**config.mk**
```make
export PLATFORM = sky130hd
export DESIGN_NAME = sto_monitor
export DESIGN_NICKNAME = d
export VERILOG_FILES = /design/src/include/sto_pkg.sv /design/src/design/sto_monitor.sv
export SDC_FILE = /design/constraint.sdc
export NUM_CORES = 1
export LEC_CHECK = 0
export BUFFER_PORTS_ARGS = -buffer_cell sky130_fd_sc_hd__clkbuf_2
export CORE_MARGIN = 2
export CORE_UTILIZATION = 30
export CTS_CLUSTER_DIAMETER = 150
export CTS_CLUSTER_SIZE = 40
export DETAILED_ROUTE_END_ITERATION = 7
export PLACE_DENSITY = 0.56
export SLEW_MARGIN = 5
export SYNTH_ARGS = -nofsm -noshare
export SYNTH_HDL_FRONTEND = slang
export SYNTH_SLANG_ARGS = --single-unit
```
**constraint.sdc**
```tcl
create_clock -name ref_clk -period 2.8 [get_ports ref_clk]
set_input_delay 0.28 -clock ref_clk [delete_from_list [all_inputs] [get_ports ref_clk]]
set_output_delay 0.28 -clock ref_clk [all_outputs]
set_load 0.05 [all_outputs]
```
**src/include/sto_pkg.sv**
```systemverilog
// Overview of operation
// - both requests low: torque off, gates isolated
// - both requests high: normal pwm allowed
// - one request low: standby awaiting second
// - standby lasting five seconds raises alarm
// - shutdown completes well under ten milliseconds
// - internal alarm forces same shutdown always
// - two request paths handled separately, identically
package sto_pkg;
  // ==========================================
  // timing
  localparam int unsigned CLK_MHZ = 250;
  localparam int unsigned MISMATCH_S = 5;
  localparam int unsigned SHUTDOWN_MS = 10;
  localparam longint unsigned MISMATCH_CYC_L = longint'(MISMATCH_S) * 1000000 * CLK_MHZ;
  localparam longint unsigned SHUTDOWN_CYC_L = longint'(SHUTDOWN_MS) * 1000 * CLK_MHZ;
  localparam int TMR_W = 31;
  localparam int NUM_REQ = 2;
  localparam logic [TMR_W-1:0] TMR_ZERO = '0;
  localparam logic [TMR_W-1:0] TMR_ONE = {{(TMR_W-1){1'b0}}, 1'b1};

  // ==========================================
  // states
  typedef enum logic [2:0] {
    STO_RUN = 3'h1,
    STO_STANDBY = 3'h2,
    STO_OFF = 3'h4
  } sto_state_t;

  typedef struct packed {
    logic torque_off_req_a;
    logic torque_off_req_b;
  } sto_req_t;

  typedef struct packed {
    logic pwm_enable;
    logic gate_path_enable;
    logic safe_torque_disable;
    logic standby;
    logic mismatch_alarm;
  } sto_stat_t;
endpackage

```
**src/design/sto_monitor.sv**
```systemverilog
`timescale 1ns/10ps
module sto_monitor #(
  parameter logic [30:0] MISMATCH_CYC = 31'(sto_pkg::MISMATCH_CYC_L)
) (
  input wire logic ref_clk,
  input wire logic rst_b,
  input wire sto_pkg::sto_req_t req,
  input wire logic drive_alarm,
  output sto_pkg::sto_stat_t stat
);
  import sto_pkg::*;

  // ==========================================
  // per-path decode, one identical path per input
  logic [NUM_REQ-1:0] raw_low;
  logic [NUM_REQ-1:0] path_low_r;
  assign raw_low = {~req.torque_off_req_b, ~req.torque_off_req_a};

  genvar gi;
  generate
    for (gi = 0; gi < NUM_REQ; gi++) begin : g_path
      always_ff @(posedge ref_clk or negedge rst_b) begin
        if (!rst_b) begin
          path_low_r[gi] <= 1'b1; // fail safe: treat as stop until sampled
        end else begin
          path_low_r[gi] <= raw_low[gi];
        end
      end

      // each path checked on its own so one stuck input shows up alone
      path_follow_a: assert property (@(posedge ref_clk) disable iff (!rst_b)
        1'b1 |=> path_low_r[gi] == $past(raw_low[gi]))
        else $error("stop request path did not follow its input");
    end
  endgenerate

  // ==========================================
  // state decision
  sto_state_t state_r;
  sto_state_t state_nxt;
  always_comb begin
    case (path_low_r)
      2'h3: state_nxt = STO_OFF;
      2'h0: state_nxt = STO_RUN;
      default: state_nxt = STO_STANDBY;
    endcase
  end

  always_ff @(posedge ref_clk or negedge rst_b) begin
    if (!rst_b) begin
      state_r <= STO_OFF;
    end else begin
      state_r <= state_nxt;
    end
  end

  state_onehot_a: assert property (@(posedge ref_clk) disable iff (!rst_b)
    $onehot(state_r))
    else $error("decision state is not one-hot");

  state_off_a: assert property (@(posedge ref_clk) disable iff (!rst_b)
    (&path_low_r) |=> state_r == STO_OFF)
    else $error("both paths low did not select torque off");

  state_run_a: assert property (@(posedge ref_clk) disable iff (!rst_b)
    (path_low_r == {NUM_REQ{1'b0}}) |=> state_r == STO_RUN)
    else $error("both paths high did not select run");

  state_standby_a: assert property (@(posedge ref_clk) disable iff (!rst_b)
    (^path_low_r) |=> state_r == STO_STANDBY)
    else $error("one path low did not select standby");

  // ==========================================
  // mismatch timer, alarm latched until both inputs agree again
  logic [TMR_W-1:0] tmr_r;
  logic alarm_r;
  always_ff @(posedge ref_clk or negedge rst_b) begin
    if (!rst_b) begin
      tmr_r <= TMR_ZERO;
    end else if (state_r == STO_STANDBY && tmr_r != MISMATCH_CYC) begin
      tmr_r <= tmr_r + TMR_ONE;
    end else if (state_r != STO_STANDBY) begin
      tmr_r <= TMR_ZERO;
    end
  end

  always_ff @(posedge ref_clk or negedge rst_b) begin
    if (!rst_b) begin
      alarm_r <= 1'b0;
    end else if (state_r == STO_STANDBY && tmr_r == MISMATCH_CYC) begin
      alarm_r <= 1'b1;
    end else if (state_r != STO_STANDBY) begin
      alarm_r <= 1'b0;
    end
  end

  // timer saturates so a long mismatch cannot wrap and drop the alarm
  timer_bound_a: assert property (@(posedge ref_clk) disable iff (!rst_b)
    tmr_r <= MISMATCH_CYC)
    else $error("mismatch timer ran past its limit");

  timer_count_a: assert property (@(posedge ref_clk) disable iff (!rst_b)
    (state_r == STO_STANDBY && tmr_r != MISMATCH_CYC) |=> tmr_r == $past(tmr_r) + TMR_ONE)
    else $error("mismatch timer did not advance in standby");

  timer_idle_a: assert property (@(posedge ref_clk) disable iff (!rst_b)
    (state_r != STO_STANDBY) |=> tmr_r == TMR_ZERO)
    else $error("mismatch timer not cleared outside standby");

  alarm_hold_a: assert property (@(posedge ref_clk) disable iff (!rst_b)
    (alarm_r && state_r == STO_STANDBY) |=> alarm_r)
    else $error("mismatch alarm dropped while still in standby");

  alarm_clear_a: assert property (@(posedge ref_clk) disable iff (!rst_b)
    (state_r != STO_STANDBY) |=> !alarm_r)
    else $error("mismatch alarm kept after inputs agreed");

  // ==========================================
  // outputs: standby keeps pwm running; only full request or alarm stops
  logic stop;
  assign stop = (state_r == STO_OFF) || drive_alarm;

  always_ff @(posedge ref_clk or negedge rst_b) begin
    if (!rst_b) begin
      stat <= '{pwm_enable: 1'b0, gate_path_enable: 1'b0, safe_torque_disable: 1'b1,
                standby: 1'b0, mismatch_alarm: 1'b0};
    end else begin
      stat.pwm_enable <= ~stop;
      stat.gate_path_enable <= ~stop;
      stat.safe_torque_disable <= stop;
      stat.standby <= (state_r == STO_STANDBY);
      stat.mismatch_alarm <= alarm_r;
    end
  end

  // ==========================================
  // shutdown latency watch: cycles that pwm still runs after both
  // requests dropped; three pipeline stages, far below the limit
  logic [TMR_W-1:0] lat_r;
  always_ff @(posedge ref_clk or negedge rst_b) begin
    if (!rst_b) begin
      lat_r <= TMR_ZERO;
    end else if ((&raw_low) && stat.pwm_enable && lat_r != {TMR_W{1'b1}}) begin
      lat_r <= lat_r + TMR_ONE;
    end else if (!((&raw_low) && stat.pwm_enable)) begin
      lat_r <= TMR_ZERO;
    end
  end

  shutdown_time_a: assert property (@(posedge ref_clk) disable iff (!rst_b)
    longint'(lat_r) < SHUTDOWN_CYC_L)
    else $error("shutdown took longer than allowed");

  // ==========================================
  // checks on the outputs
  gate_pwm_pair_a: assert property (@(posedge ref_clk) disable iff (!rst_b)
    stat.pwm_enable == stat.gate_path_enable)
    else $error("gate path and pwm enables disagree");

  disable_inverse_a: assert property (@(posedge ref_clk) disable iff (!rst_b)
    stat.safe_torque_disable == !stat.pwm_enable)
    else $error("torque off flag not inverse of pwm enable");

  off_state_out_a: assert property (@(posedge ref_clk) disable iff (!rst_b)
    (state_r == STO_OFF) |=> (stat.safe_torque_disable && !stat.gate_path_enable))
    else $error("torque off state did not isolate gates");

  run_state_out_a: assert property (@(posedge ref_clk) disable iff (!rst_b)
    (state_r == STO_RUN && !drive_alarm) |=> (stat.pwm_enable && !stat.safe_torque_disable))
    else $error("run state did not allow pwm");

  standby_out_a: assert property (@(posedge ref_clk) disable iff (!rst_b)
    (state_r == STO_STANDBY && !drive_alarm) |=> (stat.pwm_enable && stat.standby))
    else $error("standby state stopped pwm or hid standby");

  standby_flag_a: assert property (@(posedge ref_clk) disable iff (!rst_b)
    1'b1 |=> stat.standby == ($past(state_r) == STO_STANDBY))
    else $error("standby flag does not follow state");

  alarm_flag_a: assert property (@(posedge ref_clk) disable iff (!rst_b)
    1'b1 |=> stat.mismatch_alarm == $past(alarm_r))
    else $error("mismatch alarm output does not follow alarm");

  mismatch_no_stop_a: assert property (@(posedge ref_clk) disable iff (!rst_b)
    (state_r == STO_STANDBY && alarm_r && !drive_alarm) |=> stat.pwm_enable)
    else $error("mismatch alarm stopped pwm on its own");

  pwm_needs_clear_a: assert property (@(posedge ref_clk) disable iff (!rst_b)
    stat.pwm_enable |-> ($past(state_r) != STO_OFF && !$past(drive_alarm)))
    else $error("pwm enabled despite stop cause");

  no_false_stop_a: assert property (@(posedge ref_clk) disable iff (!rst_b)
    (!drive_alarm && state_r != STO_OFF) |=> !stat.safe_torque_disable)
    else $error("torque off raised without a cause");

  alarm_gate_a: assert property (@(posedge ref_clk) disable iff (!rst_b)
    drive_alarm |=> !stat.gate_path_enable)
    else $error("internal alarm left gate path enabled");

  // ==========================================
  // end to end checks from the pins; the alarm timing checks start from the mismatch timer
  both_low_off_a: assert property (@(posedge ref_clk) disable iff (!rst_b)
    (!req.torque_off_req_a && !req.torque_off_req_b) |-> ##3 (!stat.pwm_enable && !stat.gate_path_enable))
    else $error("torque not removed after both requests low");

  both_high_run_a: assert property (@(posedge ref_clk) disable iff (!rst_b)
    (req.torque_off_req_a && req.torque_off_req_b && !drive_alarm)[*3] |=> stat.pwm_enable)
    else $error("pwm not enabled with both requests high");

  // three stage pipeline: standby shows one edge after the third sample
  one_low_standby_a: assert property (@(posedge ref_clk) disable iff (!rst_b)
    (req.torque_off_req_a != req.torque_off_req_b)[*3] |=> stat.standby)
    else $error("standby not shown for mismatched requests");

  mismatch_alarm_a: assert property (@(posedge ref_clk) disable iff (!rst_b)
    (state_r == STO_STANDBY && tmr_r == MISMATCH_CYC) |-> ##2 stat.mismatch_alarm)
    else $error("mismatch alarm missing after timeout");

  no_early_alarm_a: assert property (@(posedge ref_clk) disable iff (!rst_b)
    $rose(alarm_r) |-> $past(tmr_r) == MISMATCH_CYC)
    else $error("mismatch alarm raised early");

  alarm_stop_a: assert property (@(posedge ref_clk) disable iff (!rst_b)
    drive_alarm |=> (stat.safe_torque_disable && !stat.pwm_enable))
    else $error("internal alarm did not stop torque");
endmodule

```
==> results of run 1 <==
-- worst paths after layout --
check / start / to / slack (ns) / cells past startpoint
worst min-delay path: req[1] / path_low_r[0] / 0.08 / 2
worst max register to register: tmr_r[3] / tmr_r[21] / 0.49 / 4
max in group asynchronous: rst_b / tmr_r[29] / 2.04 / 1
worst min register to register: alarm_r / stat[0] / 0.39 / 0
worst max-delay path: tmr_r[3] / tmr_r[21] / 0.49 / 4
min in group asynchronous: rst_b / state_r[1] / 0.14 / 1
-- flip-flops by register name (all words and copies together) (netlist names) --
| register | cells |
|---|---|
| state_r | 3 |
| path_low_r | 2 |
| stat | 4 |
| tmr_r | 31 |
| alarm_r | 1 |
-- synthesized netlist by cell type, drive strengths merged --
master / count / area [sq um]
clkbuf: 3 / 11.26
nor3: 2 / 10.01
mux2i: 1 / 10.01
and4: 5 / 43.79
a21o: 1 / 7.510
nor4bb: 1 / 10.01
xor2: 6 / 52.55
and2: 1 / 6.260
o41ai: 2 / 17.52
or4: 14 / 105.1
nand2: 11 / 41.29
xnor2: 5 / 43.79
dfstp: 4 / 105.1
dfrtp: 37 / 925.9
nand4: 10 / 77.57
nor2: 15 / 56.30
ha: 5 / 62.56
or3: 6 / 37.54
nor4b: 3 / 26.28
o21ai: 6 / 30.02
nand3: 13 / 65.06
buf: 6 / 37.53
nand4b: 1 / 8.760
o31ai: 10 / 75.07
o31a: 1 / 8.760
and3: 1 / 6.260
nor4: 7 / 43.79
or3b: 1 / 8.760
o21a: 2 / 15.01
nand2b: 1 / 6.260
o41a: 1 / 11.26
inv: 11 / 41.29
or4b: 1 / 10.01
a21oi: 17 / 85.08
-- report_power, final --
part	switching (mW)	internal [mW]	leakage, nW	total, mW
Sequential	0.00872	0.604	0.551	0.613
Clock	0.221	0.180	0.0447	0.401
Combinational	0.0544	0.0169	0.284	0.0713
Total	0.284	0.801	0.880	1.09
-- area by class of cell --
cell class / instances / area (sq um)
clock buffers: 5 / 68.82
clock inverters: 3 / 25.02
fillers: 701 / 4473
inverters: 11 / 41.29
multi-input cells: 150 / 982.2
flip-flops and latches: 41 / 1031
well taps: 96 / 120.1
repair buffers: 10 / 52.55
-- cell families (layout without fill, tap and decap cells) --
group                      after synthesis  in the layout  synth area share [%]
AOI/OAI and AO/OA                       40             40                 11.90
xor gates and xnor gates                11             11                 4.580
adders and majority gates                5              5                 2.974
buffers and inverters                   20             29                 4.283
DFF                                     41             41                 49.02
muxes                                    1              1                0.4759
and+or+nand+nor                         93             93                 26.77
-- metal layers --
layer  global-route usage [%]  vias up
met4                    3.357        0
li1                         -      807
met2                    19.28       20
met5                        0        -
met3                    2.828        5
met1                    18.39      808
-- placed cells by master, fill, tap and decap left out, types with 2 or more instances in the layout --
| cell type | count |
|---|---|
| a21oi_1 | 17 |
| dfrtp_1 | 37 |
| o21ai_1 | 5 |
| inv_1 | 11 |
| nor4b_1 | 3 |
| nor3_1 | 2 |
| dfstp_2 | 4 |
| and4_1 | 5 |
| nand2_1 | 11 |
| o41ai_1 | 2 |
| nand3_1 | 13 |
| or3_1 | 6 |
| clkbuf_2 | 9 |
| clkbuf_8 | 5 |
| nor4_1 | 7 |
| nand4_1 | 9 |
| o31ai_1 | 10 |
| o21a_1 | 2 |
| xor2_1 | 6 |
| ha_1 | 5 |
| xnor2_1 | 5 |
| nor2_1 | 15 |
| or4_1 | 14 |
-- critical path, stage by stage (launching register included) --
cell and delay, ns:
dfrtp_1 0.49, nand4_4 0.19, or4_1 0.82, or4_1 0.58
a21oi_1 0.15
-- metrics by stage --
step                power, mW  std cells  worst slack [ns]  hold WS, ns  area (sq um)
floorplan              0.6681        211            0.7769     -0.01559          2103
global placement       0.6957        308            0.5555       0.3629          2227
detailed placement     0.6977        308            0.5059       0.3659          2227
CTS                     1.102        316            0.4779      0.06683          2321
global route            1.131        316            0.3765      0.06178          2321
finish                  1.086        316            0.4860      0.07576          2321
==> results.md, run 1 <==
* Outcome: complete, no violations
* GR Overflow Total at 0
* Setup violators final at 0
* Area grow syn2layout at 10.35%
* Fin Setup TNS at 0 ns
* Routed WL at 4.516 mm
* Max_cap viols at 0
* Slew Limit Fails at 0
* Max Used Layer: met4
* Routed wire per std cell at between 10 and 15 um
* Final core occ at approximately a third
* PwrDens at around 470 mW/mm^2
* CP Launch Type: flop
* Root Buffer: clkbuf_8
* Skew final at between 0.008 and 0.009 ns
* Standard-cell rows at 30
* TritonCTS clock tree: yes
* Crit path DAT at about 2.5 ns
* Via-to-Cell Ratio at ~5.2
* Syn nets at 221
* Met1 wire length at approximately 2.3 mm
* Sink Count at 41
* Routed vias at 1640
* HP Class: in2reg
* Vias in the first global route at ~1500
* Initial core utilization at between 30% and 40%
* DRC errors left at 0
* Port bufs at 9
* H-tree Lvls at 2
* Final GP Congestion at roughly 0.86
* Number of diodes at 0
* TritonCTS Buffers at 5
* Slew headroom at 32.81%
* Chip width at between 80 and 90 um
* Top-Level Pins at 10
* Peak VDD IR at ~0.27 mV
* Yosys cell types at 39
* Share of cells above drive strength 1 at approximately a tenth
* Initial drt markers at roughly 120
* Post-cts hold buffer count at 0
* Antenna-violating nets left at 0
* Core outline area at about 0.0068 sq mm
* Crit path required time at 3.02 ns
* Worst-skew pair later-pin latency at 0.30 ns
* Nets at between 200 and 250
* Crit end category: flop
* DR WL met2 at 2.082 mm
* Gr usage total at 12.72%
* Mean Syn Cell Area at 9.968 sq um
* Max Clk Rate at approximately 0.43 GHz
* Leakage power at slightly below 0.9 nW
* Synth warn at 0
* DR pass1 iterations at 4
* Chip Height at ~88 um
* Final Hold Viols at 0
* Setup bufs post-CTS at 0
* Met3 WL at ~140 um
* CTS max path bufs at 2
* Synthesized cell area at 0.002103 sq mm
* Largest net degree at the start of global routing at 42
* Setup CP Type: reg2reg
* Unrepaired setup endpoints after global routing: false
* Tightest Pin Transition at ~1.0 ns
* Dpl hpwl at 3.123 mm
* Die footprint at about 0.0077 sq mm
* First-pass GRT wire length at 7.624 mm
* Flops & latches, synth at 41
* Tmin final at between 2 and 2.5 ns
* Crit path max fanout at 16
* Worst-path clk slew at roughly 0.090 ns
* Period utilization at 82.64%
* Cells after Synth at between 200 and 250
* Initial antenna violation count at 0
* Register area share after synthesis at between 40% and 50%
* Post-CTS sizing at 0
Note: power is estimated with default switching activity, not from simulation.
==> run 2, diff against run 1 <==
- clock period: 2.8 -> 2.3 ns (I/O delays scaled with it)
==> results.md, run 2 (same netlist as run 1, synthesis figures left out) <==
* Number of diodes at 0 (unchanged)
* Final GP Congestion at 0.8688 (+1.5%)
* Via-to-Cell Ratio at 5.239 (+0.95%)
* Worst R2R End: tmr_r[24]
* Initial drt markers at 70 (-43%)
* Gr usage total at 12.66% (-0.059 points)
* Top-Level Pins at 10 (unchanged)
* CP top delay family: simple AND/OR/NAND/NOR gates
* GR Overflow Total at 0 (unchanged)
* Peak VDD IR at 0.3303 mV (+21%)
* Slowest cell on crit path: or4_4
* Routed wire per std cell at 13.84 um (-3.2%)
* H-tree Lvls at 2 (unchanged)
* Reg2Reg Depth at 5 (+1)
* CTS max path bufs at 2 (unchanged)
* Leakage power at 0.9585 nW (+8.9%)
* Worst-path clk slew at 0.08 ns (about the same)
* HP Start: req[1]
* Most frequent cells in the layout: dfrtp_1 (37), a21oi_1 (17), nor2_1 (15), buf_4 (14)
* First-pass GRT wire length at 7.665 mm (+0.54%)
* Routed WL at 4.567 mm (+1.1%)
* Chip Height at 87.73 um (unchanged)
* Share of cells above drive strength 1 at 15.81% (+5.4 points)
* Crit path DAT at 2.36 ns (-0.17 ns)
* Worst Hold Depth at 2 (unchanged)
* Setup violators final at 0 (unchanged)
* Unrepaired setup endpoints after global routing: false
* Area grow syn2layout at 16.66%
* Most common cell after layout, fill and taps aside: dfrtp_1
* Max_cap viols at 0 (unchanged)
* Root Buffer: clkbuf_8
* Fin Setup TNS at 0 ns (unchanged)
* Crit path max fanout at 10 (-6)
* Tightest Pin Transition at 0.5069 ns (-0.5009 ns)
* Routed vias at 1729 (+5.4%)
* Final Hold Viols at 0 (unchanged)
* Post-route setup slack at 0.1597 ns (-0.3262 ns)
* Slew Limit Fails at 0 (unchanged)
* Setup CP Type: reg2reg
* DRC errors left at 0 (unchanged)
* Regs by FF count: tmr_r: 31 flops, stat: 4 flops, state_r: 3 flops
* Skew final at 0.003649 ns (-0.004396 ns)
* Nets at 243 (+6.1%)
* Initial core utilization at 30.96% (unchanged)
* Worst-skew pair later-pin latency at 0.30 ns (about the same)
* TritonCTS clock tree: yes
* HP Class: in2reg
* Period utilization at 93.05% (+10 points)
* Port bufs at 9 (unchanged)
* Worst r2r src: tmr_r[0]
* Crit end category: flop
* Slowest stage delay, CP at 0.60 ns (-0.22 ns)
* Die footprint at 0.007697 sq mm (unchanged)
* Max reg flops at 31 (unchanged)
* FF-to-FF setup slack at 0.16 ns (-0.33 ns)
* Largest net degree at the start of global routing at 42 (unchanged)
* TritonCTS Buffers at 5 (unchanged)
* Largest reg by FF count: tmr_r
* WHS Endpoint: path_low_r[0]
* Hold slack at 0.02837 ns (-0.04739 ns)
* Initial antenna violation count at 0 (unchanged)
* Crit path required time at 2.52 ns (-0.50 ns)
* Standard-cell rows at 30 (unchanged)
* Bufs and invs on worst path at 1 (+1)
* Chip width at 87.73 um (unchanged)
* Outcome: complete, no violations
* Antenna-violating nets left at 0 (unchanged)
* Max Clk Rate at 0.4672 GHz (+8.1%)
* Sink Count at 41 (unchanged)
* Dpl hpwl at 3.268 mm (+4.6%)
* DR pass1 iterations at 4 (unchanged)
* CP Launch Type: flop
* Core outline area at 0.006794 sq mm (unchanged)
* Crit path cell chain: ha_1, inv_1, or4_4, or4_1, a21oi_1
* CP startpoint: tmr_r[0]
* PwrDens at 580.3 mW/mm^2 (+24%)
* Vias in the first global route at 1637 (+9.9%)
* Tmin final at 2.140 ns (-0.1738 ns)
* Pre-CTS setup slack at 0.06631 ns (-0.4396 ns)
* Slew headroom at 66.21% (+33 points)
==> run 2: stage by stage <==
step / cells / utilization [%] / instance area (sq um) / power (mW)
2_1_floorplan: 211 / - / 2103 / 0.8133
3_3_place_gp: 321 / 34.22 / 2325 / 0.8523
3_5_place_dp: 321 / 34.22 / 2325 / 0.8538
4_1_cts: 330 / 36.06 / 2450 / 1.444
5_1_grt: 330 / 36.11 / 2454 / 1.480
6_report: 330 / 36.11 / 2454 / 1.424
==> run 2: how the worst max path moves through the flow <==
| stage | end | slack, ns | cells past startpoint |
|---|---|---|---|
| 3_3_place_gp | tmr_r[24] | 0.14 | 5 |
| 6_report | tmr_r[24] | 0.16 | 5 |
| 5_1_grt | tmr_r[24] | 0.06 | 5 |
| 4_1_cts | tmr_r[24] | 0.04 | 5 |
| 3_5_place_dp | tmr_r[24] | 0.07 | 5 |
| 2_1_floorplan | tmr_r[24] | 0.28 | 6 |
==> run 2: what timing repair did <==
item,4_1_cts,5_1_grt
buffers inserted,0,0
hold buffers,1,0
setup endpoints to repair,0,2
hold endpoints to repair,10,0
gates resized for setup,0,1
==> run 2: power by group <==
part	internal (mW)	total (mW)	switching, mW
Combinational	0.0256	0.0923	0.0667
Clock	0.325	0.586	0.261
Sequential	0.736	0.746	0.00997
Total	1.09	1.42	0.338
==> run 2: routing by layer <==
metal | track usage [%] | wire length (um) | vias to the layer above
met2 | 19.21 | 2072 | 34
met5 | 0 | 0 | -
met3 | 2.922 | 155 | 12
met1 | 17.64 | 2231 | 850
met4 | 4.755 | 107 | 0
li1 | - | - | 833
==> run 2: area by class of cell <==
cell class	count	area (sq um)
repair buffers	24	160.2
inverters	11	41.29
flip-flops and latches	41	1031
clock buffers	5	68.82
clock inverters	3	46.29
well taps	96	120.1
multi-input cells	150	985.9
fillers	698	4340
==> run 3, diff against run 2 <==
==> constraint.sdc (replaced) <==
create_clock -name ref_clk -period 2.3 [get_ports ref_clk]
set_input_delay 0.46 -clock ref_clk [delete_from_list [all_inputs] [get_ports ref_clk]]
set_output_delay 0.46 -clock ref_clk [all_outputs]
set_load 0.05 [all_outputs]
==> results.md, run 3 (same netlist as run 1, synthesis figures left out) <==
* Outcome: complete, no violations
* Initial drt markers at 84 (+20%)
* Tmin final at 2.087 ns (-0.05299 ns)
* Most frequent cells in the layout: dfrtp_1 (36), a21oi_1 (17), nor2_1 (15)
* Dpl hpwl at 3.292 mm (+0.74%)
* Gate power share at 6.1% (-0.4 points)
* Final Hold Viols at 0 (unchanged)
* Psw at 339.0 uW (+0.41%)
* Fraction of power consumed by the clock network at 41.4% (+0.3 points)
* Tightest Pin Transition at 0.5088 ns (+0.001854 ns)
* Hold slack at 0.02978 ns (+0.001417 ns)
* Initial antenna violation count at 0 (unchanged)
* TritonCTS clock tree: yes
* TritonCTS Buffers at 5 (unchanged)
* Dpl cells at 320 (-0.31%)
* CP startpoint: tmr_r[1]
* DR pass1 iterations at 4 (unchanged)
* Top-Level Pins at 10 (unchanged)
* Gr usage total at 13.07% (+0.41 points)
* Nets at 241 (-0.82%)
* Worst r2r src: tmr_r[1]
* Chip Height at 87.73 um (unchanged)
* Net Sw Frac at 23.83% (+0.12 points)
* Sink Count at 41 (unchanged)
* Worst-path clk slew at 0.09 ns (about the same)
* Setup CP Type: reg2reg
* PwrDens at 583.7 mW/mm^2 (+0.59%)
* H-tree Lvls at 2 (unchanged)
* Crit end category: flop
* Fin cells at 328 (-0.61%)
* Setup violators final at 0 (unchanged)
* Routed WL at 4.589 mm (+0.48%)
* Crit path cell chain: ha_1, inv_1, or4_4, or4_1, a21oi_1
* First-pass GRT wire length at 7.838 mm (+2.3%)
* Max_cap viols at 0 (unchanged)
* Standard-cell rows at 30 (unchanged)
* Max Clk Rate at 0.4791 GHz (+2.5%)
* Via-to-Cell Ratio at 5.189 (-0.96%)
* Largest reg by FF count: tmr_r
* Number of fill cells at 695 (-0.43%)
* Largest net degree at the start of global routing at 31 (-26%)
* Core outline area at 0.006794 sq mm (unchanged)
* CTS max path bufs at 2 (unchanged)
* Share of cells above drive strength 1 at 15.95% (+0.14 points)
* Routed vias at 1702 (-1.6%)
* Number of diodes at 0 (unchanged)
* Crit path max fanout at 10 (unchanged)
* Setup bufs post-CTS at 0 (unchanged)
* Root Buffer: clkbuf_8
* Antenna-violating nets left at 0 (unchanged)
* Initial core utilization at 30.96% (unchanged)
* Period utilization at 90.75% (-2.3 points)
* Port bufs at 9 (unchanged)
* Die footprint at 0.007697 sq mm (unchanged)
* DRC errors left at 0 (unchanged)
* GR Overflow Total at 0 (unchanged)
* Most common cell after layout, fill and taps aside: dfrtp_1
* Crit path DAT at 2.31 ns (-0.05 ns)
* Fin Setup TNS at 0 ns (unchanged)
* Unrepaired setup endpoints after global routing: false
* Worst-skew pair later-pin latency at 0.30 ns (about the same)
* Final GP Congestion at 0.8499 (-2.2%)
* Slowest stage delay, CP at 0.60 ns (about the same)
* Chip width at 87.73 um (unchanged)
* Reg power frac at 52.5% (about the same)
* Routed wire per std cell at 13.99 um (+1.1%)
* Crit path required time at 2.53 ns (about the same)
* Vias in the first global route at 1673 (+2.2%)
* Peak VDD IR at 0.3164 mV (-4.2%)
* Post-CTS sizing at 0 (unchanged)
* HP Class: in2async
* Slew Limit Fails at 0 (unchanged)
* Max reg flops at 31 (unchanged)
* Skew final at 0.006189 ns (+0.002540 ns)
* Area grow syn2layout at 15.88%
* CP Launch Type: flop
* Leakage power at 0.9484 nW (-1.1%)
* Regs by FF count: tmr_r: 31 flops, stat: 4 flops, state_r: 3 flops
* Internal at 1.084 mW (-0.23%)
* Slowest cell on crit path: or4_4
* Slew headroom at 66.08% (-0.12 points)
* Post-cts hold buffer count at 0 (-1)
run 3: critical path, delay by kind of cell (launching register included):
family,cells,cell delay (ns)
and+or+nand+nor,2,1.09
adders and majority gates,1,0.26
buffers and inverters,1,0.08
DFF,1,0.44
AOI/OAI and AO/OA,1,0.15
run 3: worst paths after layout:
path | endpoint | slack, ns | cells after the start
max reg2reg | tmr_r[24] | 0.21 | 5
min reg2reg | stat[0] | 0.38 | 0
min in group ref_clk | path_low_r[0] | 0.26 | 2
max in group asynchronous | path_low_r[0] | 1.54 | 2
max | tmr_r[24] | 0.21 | 5
min | tmr_r[14] | 0.03 | 1
run 3: layer usage:
| layer | vias up | track usage [%] | part of all wire [%] | wire [um] |
|---|---|---|---|---|
| li1 | 831 | - | - | - |
| met1 | 842 | 17.64 | 49 | 2264 |
| met2 | 21 | 20.39 | 46 | 2112 |
| met3 | 8 | 3.110 | 2.8 | 129 |
| met4 | 0 | 5.035 | 1.8 | 82 |
| met5 | - | 0 | 0 | 0 |
run 3: area by class of cell:
cell class | instances | area (sq um) | area share [%]
Clock inverter | 3 | 46.29 | 1.899
Multi-Input combinational cell | 150 | 985.9 | 40.45
Inverter | 11 | 41.29 | 1.694
Clock buffer | 5 | 68.82 | 2.823
Timing Repair Buffer | 22 | 142.6 | 5.852
Tap cell | 96 | 120.1 | 4.928
Sequential cell | 41 | 1032 | 42.35
run 3: power by group through the flow:
stage | sequential (mW) | clock, mW | combinational (mW)
final | 0.747 | 0.589 | 0.0873
after global routing | 0.749 | 0.642 | 0.0983
after CTS | 0.746 | 0.611 | 0.0902
after detailed placement | 0.760 | 0 | 0.0901
after global placement | 0.759 | 0 | 0.0902
after floorplan | 0.774 | 0 | 0.0397
run 3: per-stage QoR:
stage	power, mW	setup WS (ns)	instance area (sq um)	util [%]
final	1.423	0.2127	2437	35.87
after floorplan	0.8133	0.2769	2103	-
after global routing	1.489	0.05319	2437	35.87
after global placement	0.8494	0.1379	2317	34.11
after detailed placement	0.8503	0.07788	2317	34.11
after CTS	1.448	0.05593	2432	35.80
